File: src/dsr_pkg.sv
package dsr_pkg;
   localparam int ADDR_W = 8;
   localparam logic [7:0] REG_CTRL = 8'h00;
   localparam logic [7:0] REG_REF_INTERVAL = 8'h04;
   localparam logic [7:0] REG_XS_CYCLES = 8'h08;
   localparam logic [7:0] REG_XSDLL_CYCLES = 8'h0c;
   localparam logic [7:0] REG_STATUS = 8'h10;
   localparam logic [1:0] RESP_OKAY = 2'h0;
   localparam logic [1:0] RESP_SLVERR = 2'h2;
   // Control bit positions.
   localparam int CTRL_TEMP_OPT = 0;
   localparam int CTRL_AUTO_RATE = 1;
   // Status bit positions.
   localparam int ST_DLL_EN = 2;
   localparam int ST_DLL_LOCKED = 3;
   localparam int ST_SR_ACTIVE = 4;
   localparam int ST_REF_BUSY = 5;
   localparam int ST_ENTRY_LO = 8;
   localparam int ST_ENTRY_HI = 15;
   // Clock rate and timing figures.
   localparam int CLK_MHZ = 100;
   localparam int TREFI_NS = 7800;
   localparam logic [15:0] REF_INTERVAL_RST =
      16'(TREFI_NS * CLK_MHZ / 1000);
   localparam int TRFC_NS = 110;
   localparam logic [7:0] TRFC_CYC =
      8'((TRFC_NS * CLK_MHZ + 999) / 1000);
   localparam logic [9:0] XS_CYCLES_RST = 10'h010;
   localparam logic [9:0] XSDLL_CYCLES_RST = 10'h200;
   localparam logic [1:0] CTRL_RST = 2'h0;
   // Pin command code for REFRESH: cs_n, ras_n, cas_n, we_n.
   localparam logic [3:0] CMD_REFRESH = 4'h1;

   typedef struct packed {
      logic cs_n;
      logic ras_n;
      logic cas_n;
      logic we_n;
   } dsr_cmd_t;

   typedef struct packed {
      logic ck;
      logic cke;
      logic odt;
      logic reset_n;
      dsr_cmd_t cmd;
   } dsr_pins_t;

   typedef enum logic [1:0] {
      ST_IDLE,
      ST_SELFREF,
      ST_EXIT_ARM,
      ST_XS_WAIT
   } dsr_state_t;
endpackage

File: src/dsr_sync.sv
`timescale 1ns/10ps
module dsr_sync #(
   parameter int W = 8
) (
   input wire logic aclk,
   input wire logic aresetn,
   input wire logic [W-1:0] din,
   output logic [W-1:0] dout
);
   logic [W-1:0] meta_q;

   always_ff @(posedge aclk)
   begin
      if (!aresetn)
      begin
         meta_q <= '0;
         dout <= '0;
      end
      else
      begin
         meta_q <= din;
         dout <= meta_q;
      end
   end
endmodule

File: src/dsr_top.sv
`timescale 1ns/10ps
module dsr_top (
   input wire logic aclk,
   input wire logic aresetn,
   input wire dsr_pkg::dsr_pins_t pins,
   input wire logic awvalid,
   output logic awready,
   input wire logic [dsr_pkg::ADDR_W-1:0] awaddr,
   input wire logic [2:0] awprot,
   input wire logic wvalid,
   output logic wready,
   input wire logic [31:0] wdata,
   input wire logic [3:0] wstrb,
   output logic bvalid,
   input wire logic bready,
   output logic [1:0] bresp,
   input wire logic arvalid,
   output logic arready,
   input wire logic [dsr_pkg::ADDR_W-1:0] araddr,
   input wire logic [2:0] arprot,
   output logic rvalid,
   input wire logic rready,
   output logic [31:0] rdata,
   output logic [1:0] rresp,
   output logic dll_enable_q,
   output logic dll_reset_q,
   output logic dll_locked_q,
   output logic int_refresh_q,
   output logic selfref_active_q,
   output logic cmd_valid_q,
   output dsr_pkg::dsr_cmd_t cmd_q,
   output logic odt_q
);
   import dsr_pkg::*;

   dsr_pins_t pins_s;
   logic ck_d_q;
   logic ck_rise;
   logic dev_rst;
   dsr_state_t state_q;
   dsr_state_t state_d;
   logic entry_hit;
   logic [1:0] ctrl_q;
   logic [15:0] ref_interval_q;
   logic [9:0] xs_cycles_q;
   logic [9:0] xsdll_cycles_q;
   logic [15:0] ref_tmr_q;
   logic [15:0] ref_reload;
   logic [7:0] ref_busy_q;
   logic [9:0] xs_cnt_q;
   logic [9:0] xsdll_cnt_q;
   logic [7:0] entry_cnt_q;
   logic aw_full_q;
   logic w_full_q;
   logic [ADDR_W-1:0] aw_addr_q;
   logic [31:0] w_data_q;
   logic [3:0] w_strb_q;
   logic wr_fire;
   logic wr_hit;
   logic [31:0] status_w;

   // Every pin is foreign to aclk, so all of them go through two flops.
   dsr_sync #(.W($bits(dsr_pins_t))) u_sync (
      .aclk(aclk),
      .aresetn(aresetn),
      .din(pins),
      .dout(pins_s)
   );

   always_ff @(posedge aclk)
   begin
      if (!aresetn)
         ck_d_q <= 1'b0;
      else
         ck_d_q <= pins_s.ck;
   end

   assign ck_rise = pins_s.ck & ~ck_d_q;
   // The device reset pin stays live in every state.
   assign dev_rst = ~pins_s.reset_n;
   assign entry_hit = ck_rise && !pins_s.cke &&
      (pins_s.cmd == CMD_REFRESH);
   // The zero count is a cycle of its own, so the reload is one short.
   assign ref_reload = (ctrl_q[CTRL_TEMP_OPT] ?
      (ref_interval_q >> 1) : ref_interval_q) - 16'h0001;

   always_comb
   begin
      state_d = state_q;
      unique case (state_q)
         ST_IDLE:
            if (entry_hit)
               state_d = ST_SELFREF;
         ST_SELFREF:
            // Exit does not wait for a clock edge: the clock may be stopped.
            if (pins_s.cke)
               state_d = ST_EXIT_ARM;
         ST_EXIT_ARM:
            if (!pins_s.cke)
               state_d = ST_SELFREF;
            else if (ck_rise)
               state_d = ST_XS_WAIT;
         ST_XS_WAIT:
            // A refresh still running must finish before tXS can end.
            if (xs_cnt_q == '0 && ref_busy_q == '0)
               state_d = ST_IDLE;
      endcase
   end

   always_ff @(posedge aclk)
   begin
      if (!aresetn || dev_rst)
         state_q <= ST_IDLE;
      else
         state_q <= state_d;
   end

   always_ff @(posedge aclk)
   begin
      if (!aresetn || dev_rst)
      begin
         dll_enable_q <= 1'b1;
         dll_reset_q <= 1'b0;
         selfref_active_q <= 1'b0;
      end
      else
      begin
         dll_enable_q <= (state_d != ST_SELFREF);
         dll_reset_q <= (state_q == ST_SELFREF) &&
            (state_d == ST_EXIT_ARM);
         selfref_active_q <= (state_d == ST_SELFREF);
      end
   end

   // Internal refresh: one at entry, then one per interval while inside.
   // The temperature option doubles the rate for hot operation.
   always_ff @(posedge aclk)
   begin
      if (!aresetn || dev_rst)
      begin
         int_refresh_q <= 1'b0;
         ref_tmr_q <= '0;
         ref_busy_q <= '0;
      end
      else
      begin
         int_refresh_q <= 1'b0;
         if (ref_busy_q != '0)
            ref_busy_q <= ref_busy_q - 8'h01;
         if (state_q == ST_IDLE && state_d == ST_SELFREF)
         begin
            int_refresh_q <= 1'b1;
            ref_busy_q <= TRFC_CYC;
            ref_tmr_q <= ref_reload;
         end
         else if (state_q == ST_SELFREF)
         begin
            if (ref_tmr_q == '0)
            begin
               int_refresh_q <= 1'b1;
               ref_busy_q <= TRFC_CYC;
               ref_tmr_q <= ref_reload;
            end
            else
               ref_tmr_q <= ref_tmr_q - 16'h0001;
         end
      end
   end

   // Exit timers count link clock edges from the first qualifying edge.
   always_ff @(posedge aclk)
   begin
      if (!aresetn || dev_rst)
      begin
         xs_cnt_q <= '0;
         xsdll_cnt_q <= '0;
         dll_locked_q <= 1'b1;
      end
      else if (state_q == ST_EXIT_ARM && state_d == ST_XS_WAIT)
      begin
         xs_cnt_q <= xs_cycles_q;
         xsdll_cnt_q <= xsdll_cycles_q;
         dll_locked_q <= 1'b0;
      end
      else if (state_q == ST_SELFREF || state_q == ST_EXIT_ARM)
         dll_locked_q <= 1'b0;
      else
      begin
         if (ck_rise && xs_cnt_q != '0)
            xs_cnt_q <= xs_cnt_q - 10'h001;
         if (ck_rise && xsdll_cnt_q != '0)
            xsdll_cnt_q <= xsdll_cnt_q - 10'h001;
         dll_locked_q <= (xsdll_cnt_q == '0);
      end
   end

   // Commands reach the core only when awake and clocked with CKE high.
   always_ff @(posedge aclk)
   begin
      if (!aresetn || dev_rst)
      begin
         cmd_valid_q <= 1'b0;
         cmd_q <= '1;
         odt_q <= 1'b0;
      end
      else
      begin
         cmd_valid_q <= 1'b0;
         if (ck_rise && pins_s.cke &&
            (state_q == ST_IDLE || state_q == ST_XS_WAIT))
         begin
            cmd_valid_q <= 1'b1;
            cmd_q <= pins_s.cmd;
            odt_q <= pins_s.odt;
         end
         else if (state_q != ST_IDLE && state_q != ST_XS_WAIT)
            odt_q <= 1'b0;
      end
   end

   always_ff @(posedge aclk)
   begin
      if (!aresetn)
         entry_cnt_q <= '0;
      else if (state_q == ST_IDLE && state_d == ST_SELFREF)
         entry_cnt_q <= entry_cnt_q + 8'h01;
   end

   // AXI4-Lite slave. Address and data are caught in either order.
   assign wr_fire = aw_full_q && w_full_q && !bvalid;
   assign wr_hit = (aw_addr_q[ADDR_W-1:2] == REG_CTRL[ADDR_W-1:2]) ||
      (aw_addr_q[ADDR_W-1:2] == REG_REF_INTERVAL[ADDR_W-1:2]) ||
      (aw_addr_q[ADDR_W-1:2] == REG_XS_CYCLES[ADDR_W-1:2]) ||
      (aw_addr_q[ADDR_W-1:2] == REG_XSDLL_CYCLES[ADDR_W-1:2]);

   always_ff @(posedge aclk)
   begin
      if (!aresetn)
      begin
         aw_full_q <= 1'b0;
         w_full_q <= 1'b0;
         awready <= 1'b1;
         wready <= 1'b1;
         aw_addr_q <= '0;
         w_data_q <= '0;
         w_strb_q <= '0;
         bvalid <= 1'b0;
         bresp <= RESP_OKAY;
      end
      else
      begin
         if (awvalid && awready)
         begin
            aw_full_q <= 1'b1;
            awready <= 1'b0;
            aw_addr_q <= awaddr;
         end
         if (wvalid && wready)
         begin
            w_full_q <= 1'b1;
            wready <= 1'b0;
            w_data_q <= wdata;
            w_strb_q <= wstrb;
         end
         if (wr_fire)
         begin
            bvalid <= 1'b1;
            bresp <= wr_hit ? RESP_OKAY : RESP_SLVERR;
         end
         if (bvalid && bready)
         begin
            bvalid <= 1'b0;
            aw_full_q <= 1'b0;
            w_full_q <= 1'b0;
            awready <= 1'b1;
            wready <= 1'b1;
         end
      end
   end

   always_ff @(posedge aclk)
   begin
      if (!aresetn)
      begin
         ctrl_q <= CTRL_RST;
         ref_interval_q <= REF_INTERVAL_RST;
         xs_cycles_q <= XS_CYCLES_RST;
         xsdll_cycles_q <= XSDLL_CYCLES_RST;
      end
      else if (wr_fire)
      begin
         if (aw_addr_q[ADDR_W-1:2] == REG_CTRL[ADDR_W-1:2] && w_strb_q[0])
            ctrl_q <= w_data_q[1:0];
         if (aw_addr_q[ADDR_W-1:2] == REG_REF_INTERVAL[ADDR_W-1:2])
         begin
            if (w_strb_q[0])
               ref_interval_q[7:0] <= w_data_q[7:0];
            if (w_strb_q[1])
               ref_interval_q[15:8] <= w_data_q[15:8];
         end
         if (aw_addr_q[ADDR_W-1:2] == REG_XS_CYCLES[ADDR_W-1:2])
         begin
            if (w_strb_q[0])
               xs_cycles_q[7:0] <= w_data_q[7:0];
            if (w_strb_q[1])
               xs_cycles_q[9:8] <= w_data_q[9:8];
         end
         if (aw_addr_q[ADDR_W-1:2] == REG_XSDLL_CYCLES[ADDR_W-1:2])
         begin
            if (w_strb_q[0])
               xsdll_cycles_q[7:0] <= w_data_q[7:0];
            if (w_strb_q[1])
               xsdll_cycles_q[9:8] <= w_data_q[9:8];
         end
      end
   end

   always_comb
   begin
      status_w = '0;
      status_w[1:0] = state_q;
      status_w[ST_DLL_EN] = dll_enable_q;
      status_w[ST_DLL_LOCKED] = dll_locked_q;
      status_w[ST_SR_ACTIVE] = selfref_active_q;
      status_w[ST_REF_BUSY] = (ref_busy_q != '0);
      status_w[ST_ENTRY_HI:ST_ENTRY_LO] = entry_cnt_q;
   end

   always_ff @(posedge aclk)
   begin
      if (!aresetn)
      begin
         arready <= 1'b1;
         rvalid <= 1'b0;
         rdata <= '0;
         rresp <= RESP_OKAY;
      end
      else if (arvalid && arready)
      begin
         arready <= 1'b0;
         rvalid <= 1'b1;
         rresp <= RESP_OKAY;
         rdata <= '0;
         if (araddr[ADDR_W-1:2] == REG_CTRL[ADDR_W-1:2])
            rdata[1:0] <= ctrl_q;
         else if (araddr[ADDR_W-1:2] == REG_REF_INTERVAL[ADDR_W-1:2])
            rdata[15:0] <= ref_interval_q;
         else if (araddr[ADDR_W-1:2] == REG_XS_CYCLES[ADDR_W-1:2])
            rdata[9:0] <= xs_cycles_q;
         else if (araddr[ADDR_W-1:2] == REG_XSDLL_CYCLES[ADDR_W-1:2])
            rdata[9:0] <= xsdll_cycles_q;
         else if (araddr[ADDR_W-1:2] == REG_STATUS[ADDR_W-1:2])
            rdata <= status_w;
         else
            rresp <= RESP_SLVERR;
      end
      else if (rvalid && rready)
      begin
         rvalid <= 1'b0;
         arready <= 1'b1;
      end
   end

   chk_entry_state: assert property (@(posedge aclk)
      disable iff (!aresetn || dev_rst)
      (state_q == ST_IDLE && entry_hit) |=> selfref_active_q)
      else $error("Entry command did not start self refresh.");

   chk_dll_off: assert property (@(posedge aclk)
      disable iff (!aresetn || dev_rst)
      (state_q == ST_SELFREF && $past(state_q) == ST_SELFREF)
         |-> !dll_enable_q)
      else $error("DLL left on during self refresh.");

   chk_dll_reset: assert property (@(posedge aclk)
      disable iff (!aresetn || dev_rst)
      (state_q == ST_SELFREF ##1 state_q == ST_EXIT_ARM)
         |-> dll_enable_q && dll_reset_q ##1 !dll_reset_q)
      else $error("DLL not re-enabled and reset on exit.");

   chk_ignore_cmd: assert property (@(posedge aclk)
      disable iff (!aresetn || dev_rst)
      (state_q == ST_SELFREF)[*2] |=> !cmd_valid_q)
      else $error("Command passed while in self refresh.");

   chk_entry_refresh: assert property (@(posedge aclk)
      disable iff (!aresetn || dev_rst)
      $rose(selfref_active_q) |-> int_refresh_q)
      else $error("No internal refresh at entry.");

   chk_xs_start: assert property (@(posedge aclk)
      disable iff (!aresetn || dev_rst)
      (state_q == ST_EXIT_ARM && pins_s.cke && ck_rise)
         |=> xs_cnt_q == $past(xs_cycles_q) &&
         xsdll_cnt_q == $past(xsdll_cycles_q) && !dll_locked_q)
      else $error("Exit timers not started at first edge.");
endmodule

File: config.mk
export PLATFORM = sky130hd
export DESIGN_NAME = dsr_top
export DESIGN_NICKNAME = d
export VERILOG_FILES = /design/src/dsr_pkg.sv /design/src/dsr_sync.sv /design/src/dsr_top.sv
export SDC_FILE = /design/constraint.sdc
export NUM_CORES = 1
export LEC_CHECK = 0
export BUFFER_PORTS_ARGS = -buffer_cell sky130_fd_sc_hd__buf_2
export CORE_MARGIN = 3
export CORE_UTILIZATION = 32
export DETAILED_ROUTE_END_ITERATION = 7
export GPL_TIMING_DRIVEN = 0
export HOLD_SLACK_MARGIN = 0.02
export PLACE_DENSITY = 0.53
export SYNTH_ARGS = -nofsm -noshare
export SYNTH_HDL_FRONTEND = slang
export SYNTH_SLANG_ARGS = --single-unit
File: constraint.sdc
create_clock -name aclk -period 3.7 [get_ports aclk]
set_clock_uncertainty 0.1 [all_clocks]
set_input_delay 0.74 -clock aclk [delete_from_list [all_inputs] [get_ports aclk]]
set_output_delay 0.74 -clock aclk [all_outputs]
set_load 0.02 [all_outputs]
==> results of run 1 <==
-- Yosys cell counts, types with 15 or more instances --
master	n
nand3_1	27
buf_4	18
dfxtp_1	169
nor3_1	30
nand4_1	26
and2_1	36
a21oi_1	38
nand2_1	117
xnor2_1	22
mux2i_1	45
nor2_1	33
a21boi_0	38
clkbuf_1	47
o21ai_0	40
inv_1	21
nor2b_1	53
nor4_1	15
o31ai_2	18
nand2b_1	18
-- report_power, final --
part	internal [mW]	switching [mW]
Sequential	1.85	0.0268
Combinational	0.0814	0.138
Clock	0.961	0.797
Total	2.89	0.962
-- layout make-up --
cell class | instances | area share, %
timing repair buffer | 77 | 3.866
multi-input combinational | 733 | 47.55
buffer | 75 | 3.904
tap | 335 | 4.205
clock inverter | 13 | 1.331
sequential | 169 | 33.94
clock buffer | 18 | 4.406
inverter | 21 | 0.7909
-- metal layers --
| layer | track usage, % | up-vias | wire (µm) | part of all wire [%] |
|---|---|---|---|---|
| li1 | - | 3712 | - | - |
| met5 | 0 | - | 0 | 0 |
| met3 | 2.516 | 24 | 860 | 3.5 |
| met2 | 29.36 | 126 | 11890 | 48 |
| met1 | 23.18 | 3548 | 11460 | 47 |
| met4 | 4.836 | 0 | 424 | 1.7 |
-- worst min path at each step --
stage / slack, ps / end
finish: 330 / u_sync.dout[1]$_SDFF_PN0_
CTS: 340 / u_sync.dout[1]$_SDFF_PN0_
global placement: 320 / u_sync.dout[2]$_SDFF_PN0_
global route: 350 / u_sync.dout[0]$_SDFF_PN0_
detailed placement: 320 / u_sync.dout[1]$_SDFF_PN0_
floorplan: 310 / u_sync.dout[0]$_SDFF_PN0_
-- state kept, by name (all words and copies together) (netlist names), 2 cells and up --
register and cells:
rdata 16, ref_interval_q 16, ref_tmr_q 16, w_data_q 16, xs_cnt_q 10, xs_cycles_q 10, xsdll_cnt_q 10, xsdll_cycles_q 10
entry_cnt_q 8, ref_busy_q 8, u_sync.dout 8, u_sync.meta_q 8, aw_addr_q 6, cmd_q 4, ctrl_q 2, state_q 2
w_strb_q 2
-- timing repair --
item                       in CTS  in global routing
pin swaps                       0                  0
setup endpoints to repair       1                  1
cloned                          0                  0
resized for setup               3                  3
-- logic make-up after synthesis --
logic type	count (synthesis)	synth area share [%]
AND/OR/NAND/NOR	398	24.79
AO/OA/AOI/OAI	227	19.47
flip-flops	169	39.71
buffers and inverters	96	5.405
multiplexers	51	6.080
XOR/XNOR	28	2.878
adder cells (fa/ha/maj)	11	1.615
other	1	0.04402
-- worst max-delay path, stage by stage (launching register included) --
cell      delay, ps
dfxtp_1         390
clkbuf_4        230
clkbuf_1        260
a21boi_1        320
ha_1            290
or3b_2          490
or4b_2          640
nor3_1          200
mux2i_1         220
o211ai_1        150
a21oi_1         170
-- through the flow --
step	cells	power, mW	TNS, ps
2_1_floorplan	998	2.051	0
3_3_place_gp	1410	2.138	-183.8
3_5_place_dp	1410	2.140	-160.0
4_1_cts	1441	3.896	0
5_1_grt	1441	4.002	0
6_report	1441	3.855	0
==> metrics.json, run 1 <==
{
  "run_status": "complete, no violations",
  "final_cell_area_um2": 9967,
  "drc_violations_left": 0,
  "dp_worst_setup_slack_ps": -160.0,
  "final_core_util_pct": 38.14,
  "fmax_ghz": 0.2833,
  "synth.lib_cells_used.distinct": 70,
  "design.die.area_um2": 28620,
  "final_antenna_net_count": 0,
  "cts-buffers-inserted": 17,
  "drv_cap": 0,
  "h-tree-depth": 4,
  "seq_area_frac_synth_pct": 39.71,
  "worst_setup_path_endpoint": "ref_tmr_q[10]$_SDFFE_PP0P_",
  "fin_worst_hold_slack_ps": 334.0,
  "netlist_area_before_placement_um2": 8519,
  "post_route_cells_drive_above_1_share_pct": 16.00,
  "antenna_found_initial": 0,
  "synth_top_area_share_pct": 39.71,
  "crit_path_start": "ctrl_q[0]$_SDFFE_PN0P_",
  "synth_top_cell_by_area": "dfxtp_1",
  "fp.coreArea_um2": 26130,
  "io_buffer_count": 77,
  "hold_buffers": 0,
  "drt_pass1_iterations": 5,
  "iteration_0_drc_markers": 448,
  "pin_count": 125,
  "leakagePower_nw": 3.906,
  "required_ps": 3950,
  "synth.top_cells.by_area": "dfxtp_1 (40%), mux2i_1 (5.3%), nand2_1 (5.2%)",
  "global_route.usage.total_pct": 17.34,
  "num_rows": 59,
  "area_growth_pct": 16.99,
  "grt_pass1_vias": 7143,
  "area_occupied_by_registers_um2": 3383,
  "timing_hold_violations_final": 0,
  "synth_edf_count": 0,
  "critical_path.reg2reg.startpoint": "ctrl_q[0]$_SDFFE_PN0P_",
  "cell_depth_of_the_worst_flop_to_flop_path": 10,
  "criticalPathCategory": "reg2reg",
  "power_density_nw_per_um2": 386.8,
  "worst_ep_arrival_time_ps": 3780,
  "worst_setup_path_start_kind": "flop",
  "start_util_pct": 32.60,
  "timing.reg2reg.setup_slack_ps": 170,
  "finalWorstPathRequiredPeriod_ps": 3530,
  "post_cts_buffers": 0,
  "postSynth.topFlopCell": "dfxtp_1",
  "maximum_number_of_pins_on_one_net_before_global_route_repair": 17,
  "vdd_ir_drop_max_mv": 0.2956,
  "area_used_by_multi_input_combinational_logic_um2": 4740,
  "design.final.nets": 1178,
  "count_of_inserted_antenna_diode_cells": 0,
  "numClockSinks": 169,
  "vias": 7410,
  "avgSynthCellArea_um2": 8.684,
  "async_reset_ff_share_pct": 0,
  "ys_seq_elements": 169,
  "critical_path_peak_fanout": 10,
  "min-delay-path-class": "reg2reg",
  "clk_latency_ps": 430,
  "timing.slew.headroom_pct": 36.39,
  "worst_r2r_dst": "ref_tmr_q[10]$_SDFFE_PP0P_",
  "worstMarginPinSlew_ps": 950.6,
  "wl_per_cell_um": 17.10,
  "grt_overflow_total": 0,
  "final_min_period_over_clock_period_pct": 95.41,
  "dpl-instance-area_um2": 9388,
  "endpoint_kind": "flop",
  "cts_tree": "done",
  "num-fill-cells": 2763,
  "report.final.setup_viol": 0,
  "detail_route.vias_per_cell": 5.142,
  "ys.warnings.count": 0,
  "fin_ws_ps": 169.8,
  "timing.hold.worst_path_depth": 1,
  "totalWireLength_mm": 24.64,
  "min-delay-start": "u_sync.meta_q[1]$_SDFF_PN0_",
  "first_pass_grt_wire_length_mm": 39.14,
  "global_placement_routability_congestion": 0.8559,
  "die_width_um": 169.2,
  "clock_path_buffers": 2,
  "path_clk_slew_ps": 70,
  "dp.final_hpwl_mm": 18.94,
  "root_buffer": "clkbuf_16",
  "postSynthCellCount": 981,
  "rsz0062_at_grt": "no",
  "leading_cell_type_in_the_layout_fill_and_taps_excluded": "dfxtp_1",
  "die_h_um": 169.2,
  "leading_cell_types_in_the_layout_fill_and_taps_excluded": "dfxtp_1 (169), nand2_1 (117), buf_2 (79)",
  "slew_viol_final": 0
}
Note: power is estimated with default switching activity, not from simulation.
==> run 2: changes to the inputs <==
--- a/config.mk
+++ b/config.mk
@@ -12,6 +12,7 @@
 export GPL_TIMING_DRIVEN = 0
 export HOLD_SLACK_MARGIN = 0.02
 export PLACE_DENSITY = 0.53
+export REMOVE_ABC_BUFFERS = 1
 export SYNTH_ARGS = -nofsm -noshare
 export SYNTH_HDL_FRONTEND = slang
 export SYNTH_SLANG_ARGS = --single-unit
==> run 2 against run 1 <==
Total power grew 1.7%. Worst setup slack gained 76 ps. Critical path depth shrank 1. Register-to-register slack gained 80 ps. Global-route usage shrank 2.0 points. Highest routed layer unchanged. Flip-flop and latch count is the same. Wire length shrank 12%. Worst hold slack is essentially flat. Combinational power shrank 16%.
==> metrics.json, run 2 (synthesized netlist as in run 1, its figures left out) <==
{
  "rsz0062_at_grt": "no",
  "drc_violations_left": 0,
  "cell_depth_of_the_worst_flop_to_flop_path": 9,
  "power.combinational.fraction_pct": 4.7,
  "global_placement_routability_congestion": 0.8169,
  "die_width_um": 169.2,
  "power.total_mw": 3.921,
  "power_density_nw_per_um2": 404.1,
  "crit_path_top_delay_cell": "or4b_2",
  "required_ps": 3960,
  "finalWorstPathRequiredPeriod_ps": 3454,
  "cp.buffers_inverters": 0,
  "routedLengthMet1_mm": 10.84,
  "global_route.usage.total_pct": 15.34,
  "critical_path_peak_fanout": 35,
  "min-delay-path-class": "reg2reg",
  "area_growth_pct": 13.89,
  "fmax_ghz": 0.2895,
  "timing.hold.worst_path_depth": 1,
  "report.final.setup_viol": 0,
  "wl_met2_mm": 9.474,
  "worstMarginPinSlew_ps": 1297,
  "root_buffer": "clkbuf_16",
  "switchingPower_mw": 1.022,
  "iteration_0_drc_markers": 499,
  "leading_cell_type_in_the_layout_fill_and_taps_excluded": "dfxtp_1",
  "min_delay_worst_endpoint": "u_sync.dout[1]$_SDFF_PN0_",
  "run_status": "complete, no violations",
  "critical_path.reg2reg.startpoint": "ctrl_q[0]$_SDFFE_PN0P_",
  "grt_pass1_vias": 6602,
  "first_pass_grt_wire_length_mm": 35.47,
  "path_clk_slew_ps": 80,
  "clkPwrFrac_pct": 47.4,
  "power_report.internal_total_mw": 2.900,
  "vias": 6996,
  "design.die.area_um2": 28620,
  "fp.coreArea_um2": 26130,
  "leading_cell_types_in_the_layout_fill_and_taps_excluded": "dfxtp_1 (168), nand2_1 (116), buf_2 (77)",
  "num_rows": 59,
  "grt_overflow_total": 0,
  "worst_r2r_dst": "ref_tmr_q[10]$_SDFFE_PP0P_",
  "maximum_number_of_pins_on_one_net_before_global_route_repair": 96,
  "h-tree-depth": 4,
  "io_buffer_count": 78,
  "post_route_cells_drive_above_1_share_pct": 15.27,
  "crit_chain": "nand2b_1, a21boi_1, ha_1, or3b_2, or4b_2, nor3_1, mux2i_1, o211ai_1, a21oi_1",
  "detail_route.vias_per_cell": 5.107,
  "detailroute.wirelength.met3_um": 800,
  "final_min_period_over_clock_period_pct": 93.35,
  "pin_count": 125,
  "design.final.nets": 1106,
  "clock_path_buffers": 2,
  "seqPwrFrac_pct": 47.9,
  "num-fill-cells": 2744,
  "worst_ep_arrival_time_ps": 3720,
  "setup-tns-final_ps": 0,
  "drv_cap": 0,
  "die_h_um": 169.2,
  "critPathMaxStageDelay_ps": 680,
  "leakagePower_nw": 3.759,
  "dp.final_hpwl_mm": 15.64,
  "cts-buffers-inserted": 17,
  "top_layer_used": "met4",
  "totalWireLength_mm": 21.66,
  "final_antenna_net_count": 0,
  "timing.reg2reg.setup_slack_ps": 250,
  "worst_setup_path_start_kind": "flop",
  "wl_per_cell_um": 15.81,
  "criticalPathCategory": "reg2reg",
  "cts_tree": "done",
  "timing_hold_violations_final": 0,
  "count_of_inserted_antenna_diode_cells": 0,
  "min-delay-start": "u_sync.meta_q[1]$_SDFF_PN0_",
  "vdd_ir_drop_max_mv": 0.2363,
  "endpoint_kind": "flop",
  "timing.slew.headroom_pct": 13.53,
  "numClockSinks": 169,
  "antenna_found_initial": 0,
  "cpLargestDelayFamily": "simple AND/OR/NAND/NOR gates",
  "start_util_pct": 32.60,
  "slew_viol_final": 0,
  "drt_pass1_iterations": 5,
  "swShare_pct": 26.05,
  "fin_ws_ps": 246.1,
  "dp_worst_setup_slack_ps": -320.6,
  "clk_latency_ps": 430
}
-- run 2: cell count changes in the layout (fill, tap and decap cells not counted), moves of 2 or more --
cell	previous run	this run
buf_4	18	1
clkinv_4	3	1
clkinv_8	0	6
inv_8	1	3
buf_6	4	0
clkbuf_4	2	0
clkbuf_1	46	0
buf_2	79	77
buf_1	3	0
inv_6	6	4
-- run 2: worst max path at each step --
stage | start | endpoint | slack, ps | cells after the start
after global routing | ctrl_q[0]$_SDFFE_PN0P_ | ref_tmr_q[10]$_SDFFE_PP0P_ | 100 | 9
final | ctrl_q[0]$_SDFFE_PN0P_ | ref_tmr_q[10]$_SDFFE_PP0P_ | 250 | 9
after CTS | state_q[0]$_SDFF_PP0_ | ref_tmr_q[15]$_SDFFE_PP0P_ | 90 | 5
after global placement | aresetn | xsdll_cnt_q[1]$_SDFFE_PP0P_ | -1380 | 4
after detailed placement | ctrl_q[0]$_SDFFE_PN0P_ | ref_tmr_q[10]$_SDFFE_PP0P_ | -320 | 9
after floorplan | ctrl_q[0]$_SDFFE_PN0P_ | ref_tmr_q[10]$_SDFFE_PP0P_ | 250 | 9
-- run 2: area by class of cell --
type	instances	area, µm²	share of cell area [%]
inverters	21	78.83	0.8124
clock buffers	17	425.4	4.384
clock inverters	15	205.2	2.115
flip-flops and latches	169	3387	34.91
well taps	335	419.2	4.320
repair buffers	80	440.4	4.539
multi-input cells	733	4747	48.92
-- run 2: repair_timing --
item / CTS / global route
cloned: 0 / 0
hold buffers: 0 / 0
gates resized for setup: 2 / 2
setup endpoints to repair: 1 / 3
setup buffers: 0 / 0
-- run 2: power by group through the flow --
| stage | clock network [mW] | logic [mW] | registers (mW) |
|---|---|---|---|
| after detailed placement | 0 | 0.187 | 1.92 |
| after floorplan | 0 | 0.0985 | 1.92 |
| after CTS | 1.91 | 0.187 | 1.88 |
| final | 1.86 | 0.184 | 1.88 |
| after global placement | 0 | 0.182 | 1.92 |
| after global routing | 1.98 | 0.207 | 1.88 |
-- run 2: per-stage QoR --
stage               hold WS, ps  cell area, µm²  util (%)  cells
finish                    334.3            9703     37.13   1370
global route              354.7            9703     37.13   1370
CTS                       336.2            9698     37.11   1370
detailed placement        317.9            9064     34.68   1338
global placement          314.5            9011     34.48   1336
floorplan                 311.8            8202         -    923
-- run 2: routing by layer --
metal | global-route usage, % | vias up
met5 | 0 | -
met4 | 5.654 | 0
met3 | 3.075 | 33
met2 | 23.69 | 151
met1 | 21.28 | 3246
li1 | - | 3566
==> run 3: changes to the inputs <==
--- a/config.mk
+++ b/config.mk
@@ -7,11 +7,11 @@
 export LEC_CHECK = 0
 export BUFFER_PORTS_ARGS = -buffer_cell sky130_fd_sc_hd__buf_2
 export CORE_MARGIN = 3
-export CORE_UTILIZATION = 32
+export CORE_UTILIZATION = 55
 export DETAILED_ROUTE_END_ITERATION = 7
 export GPL_TIMING_DRIVEN = 0
 export HOLD_SLACK_MARGIN = 0.02
-export PLACE_DENSITY = 0.53
+export PLACE_DENSITY = 0.8
 export REMOVE_ABC_BUFFERS = 1
 export SYNTH_ARGS = -nofsm -noshare
 export SYNTH_HDL_FRONTEND = slang
==> run 3 against run 2 <==
Combinational power decreased by 2%. Global-route usage increased by 8.3 points. Register-to-register slack improved by 80 ps. First-iteration DRC count increased by 34%. Utilization increased by 27 points. Maximum frequency increased by 2.3%. Worst hold slack about the same. Clock power decreased by 2%. Sequential share of layout area increased by 0.87 points. Non-clock buffer count unchanged.
==> metrics.json, run 3 (synthesized netlist as in run 1, its figures left out) <==
{
  "run_status": "complete, no violations",
  "final_min_period_over_clock_period_pct": 91.23,
  "post_route_cells_drive_above_1_share_pct": 15.17,
  "report.final.setup_viol": 0,
  "endpoint_kind": "flop",
  "area_growth_pct": 11.12,
  "worst_setup_path_start_kind": "flop",
  "drv_cap": 0,
  "antenna_found_initial": 0,
  "global_route.usage.total_pct": 23.62,
  "critical_path_peak_fanout": 35,
  "root_buffer": "clkbuf_16",
  "dpl-instance-area_um2": 8847,
  "worstMarginPinSlew_ps": 1265,
  "min-delay-start": "u_sync.meta_q[5]$_SDFF_PN0_",
  "worst_ep_arrival_time_ps": 3630,
  "final_antenna_net_count": 0,
  "timing.slew.headroom_pct": 15.65,
  "pin_count": 125,
  "timing_hold_violations_final": 0,
  "rsz0062_at_grt": "no",
  "design.die.area_um2": 17020,
  "leakagePower_nw": 3.738,
  "crit_path_top_delay_cell": "or4b_2",
  "fmax_ghz": 0.2962,
  "die_h_um": 130.5,
  "final_cell_area_um2": 9467,
  "min_delay_worst_endpoint": "u_sync.dout[5]$_SDFF_PN0_",
  "power_density_nw_per_um2": 409.9,
  "io_buffer_count": 78,
  "grt_pass1_vias": 6543,
  "die_width_um": 130.5,
  "timing.reg2reg.setup_slack_ps": 320,
  "first_pass_grt_wire_length_mm": 32.24,
  "dp_worst_setup_slack_ps": -243.1,
  "vias": 7187,
  "cts-buffers-inserted": 17,
  "grt_overflow_total": 0,
  "maximum_number_of_pins_on_one_net_before_global_route_repair": 112,
  "fp.coreArea_um2": 14860,
  "fin_worst_hold_slack_ps": 334.6,
  "num-fill-cells": 1262,
  "clk_latency_ps": 430,
  "dp.final_hpwl_mm": 13.56,
  "criticalPathCategory": "reg2reg",
  "leading_cell_type_in_the_layout_fill_and_taps_excluded": "dfxtp_1",
  "slew_viol_final": 0,
  "count_of_inserted_antenna_diode_cells": 0,
  "fin_ws_ps": 324.4,
  "finalWorstPathRequiredPeriod_ps": 3376,
  "min-delay-path-class": "reg2reg",
  "path_clk_slew_ps": 60,
  "num_rows": 44,
  "drc_violations_left": 0,
  "iteration_0_drc_markers": 668,
  "post_cts_buffers": 0,
  "wl_per_cell_um": 16.02,
  "h-tree-depth": 4,
  "global_placement_routability_congestion": 0.9144,
  "leading_cell_types_in_the_layout_fill_and_taps_excluded": "dfxtp_1 (168), nand2_1 (116), buf_2 (77)",
  "critPathMaxStageDelay_ps": 650,
  "required_ps": 3960,
  "design.final.nets": 1106,
  "critical_path.reg2reg.startpoint": "ctrl_q[0]$_SDFFE_PN0P_",
  "cell_depth_of_the_worst_flop_to_flop_path": 9,
  "start_util_pct": 57.31,
  "cts_tree": "done",
  "vdd_ir_drop_max_mv": 0.3180,
  "drt_pass1_iterations": 5,
  "clock_path_buffers": 2,
  "worst_r2r_dst": "ref_tmr_q[10]$_SDFFE_PP0P_",
  "hold_buffers": 0,
  "detail_route.vias_per_cell": 5.896,
  "crit_chain": "nand2b_1, a21boi_1, ha_1, or3b_2, or4b_2, nor3_1, mux2i_1, o211ai_1, a21oi_1",
  "timing.hold.worst_path_depth": 1,
  "numClockSinks": 169,
  "totalWireLength_mm": 19.53
}
run 3: where the power goes:
group | switching [mW] | total [mW] | internal [mW]
clock | 0.739 | 1.82 | 1.08
combinational | 0.116 | 0.180 | 0.0638
sequential | 0.0280 | 1.88 | 1.85
total | 0.883 | 3.88 | 3.00
run 3: what timing repair did:
action	in CTS	in global routing
endpoints found under the setup margin	1	1
pin swaps	0	0
resized for setup	1	2
run 3: final cells by class:
| type | count | area [µm²] | area share, % |
|---|---|---|---|
| well taps | 184 | 230.2 | 2.432 |
| clock inverters | 14 | 171.4 | 1.811 |
| multi-input cells | 733 | 4742 | 50.09 |
| flip-flops and latches | 169 | 3387 | 35.78 |
| clock buffers | 18 | 439.2 | 4.639 |
| inverters | 21 | 78.83 | 0.8327 |
| repair buffers | 80 | 417.9 | 4.414 |
run 3: per-layer routing:
layer,track usage (%),up-vias,share of wire (%)
met4,10.04,0,3.0
met2,36.75,214,45
met3,5.244,55,5.9
met1,31.80,3360,46
li1,-,3558,-
met5,0,-,0
run 3: worst max path at each step:
stage / start / to / slack, ps / depth (start not counted)
4_1_cts: ctrl_q[0]$_SDFFE_PN0P_ / ref_tmr_q[10]$_SDFFE_PP0P_ / 80 / 9
3_3_place_gp: aresetn / xsdll_cnt_q[1]$_SDFFE_PP0P_ / -980 / 4
2_1_floorplan: ctrl_q[0]$_SDFFE_PN0P_ / ref_tmr_q[10]$_SDFFE_PP0P_ / 250 / 9
3_5_place_dp: ctrl_q[0]$_SDFFE_PN0P_ / ref_tmr_q[10]$_SDFFE_PP0P_ / -240 / 9
5_1_grt: ctrl_q[0]$_SDFFE_PN0P_ / ref_tmr_q[10]$_SDFFE_PP0P_ / 80 / 9
6_report: ctrl_q[0]$_SDFFE_PN0P_ / ref_tmr_q[10]$_SDFFE_PP0P_ / 320 / 9
run 3: metrics by stage:
stage / util (%) / instances / TNS [ps] / total power, mW
after detailed placement: 59.52 / 1186 / -243.1 / 2.099
after global placement: 59.35 / 1185 / -33830 / 2.094
final: 63.69 / 1219 / 0 / 3.880
after floorplan: - / 923 / 0 / 2.017
after global routing: 63.69 / 1219 / 0 / 4.016
after CTS: 63.64 / 1218 / 0 / 3.905
run 3: critical path, delay by kind of cell, from the launching register on:
kind	cells	cell delay (ps)
simple gates	4	1560
compound gates	3	570
flops	1	550
fa+ha+maj	1	280
mux	1	230
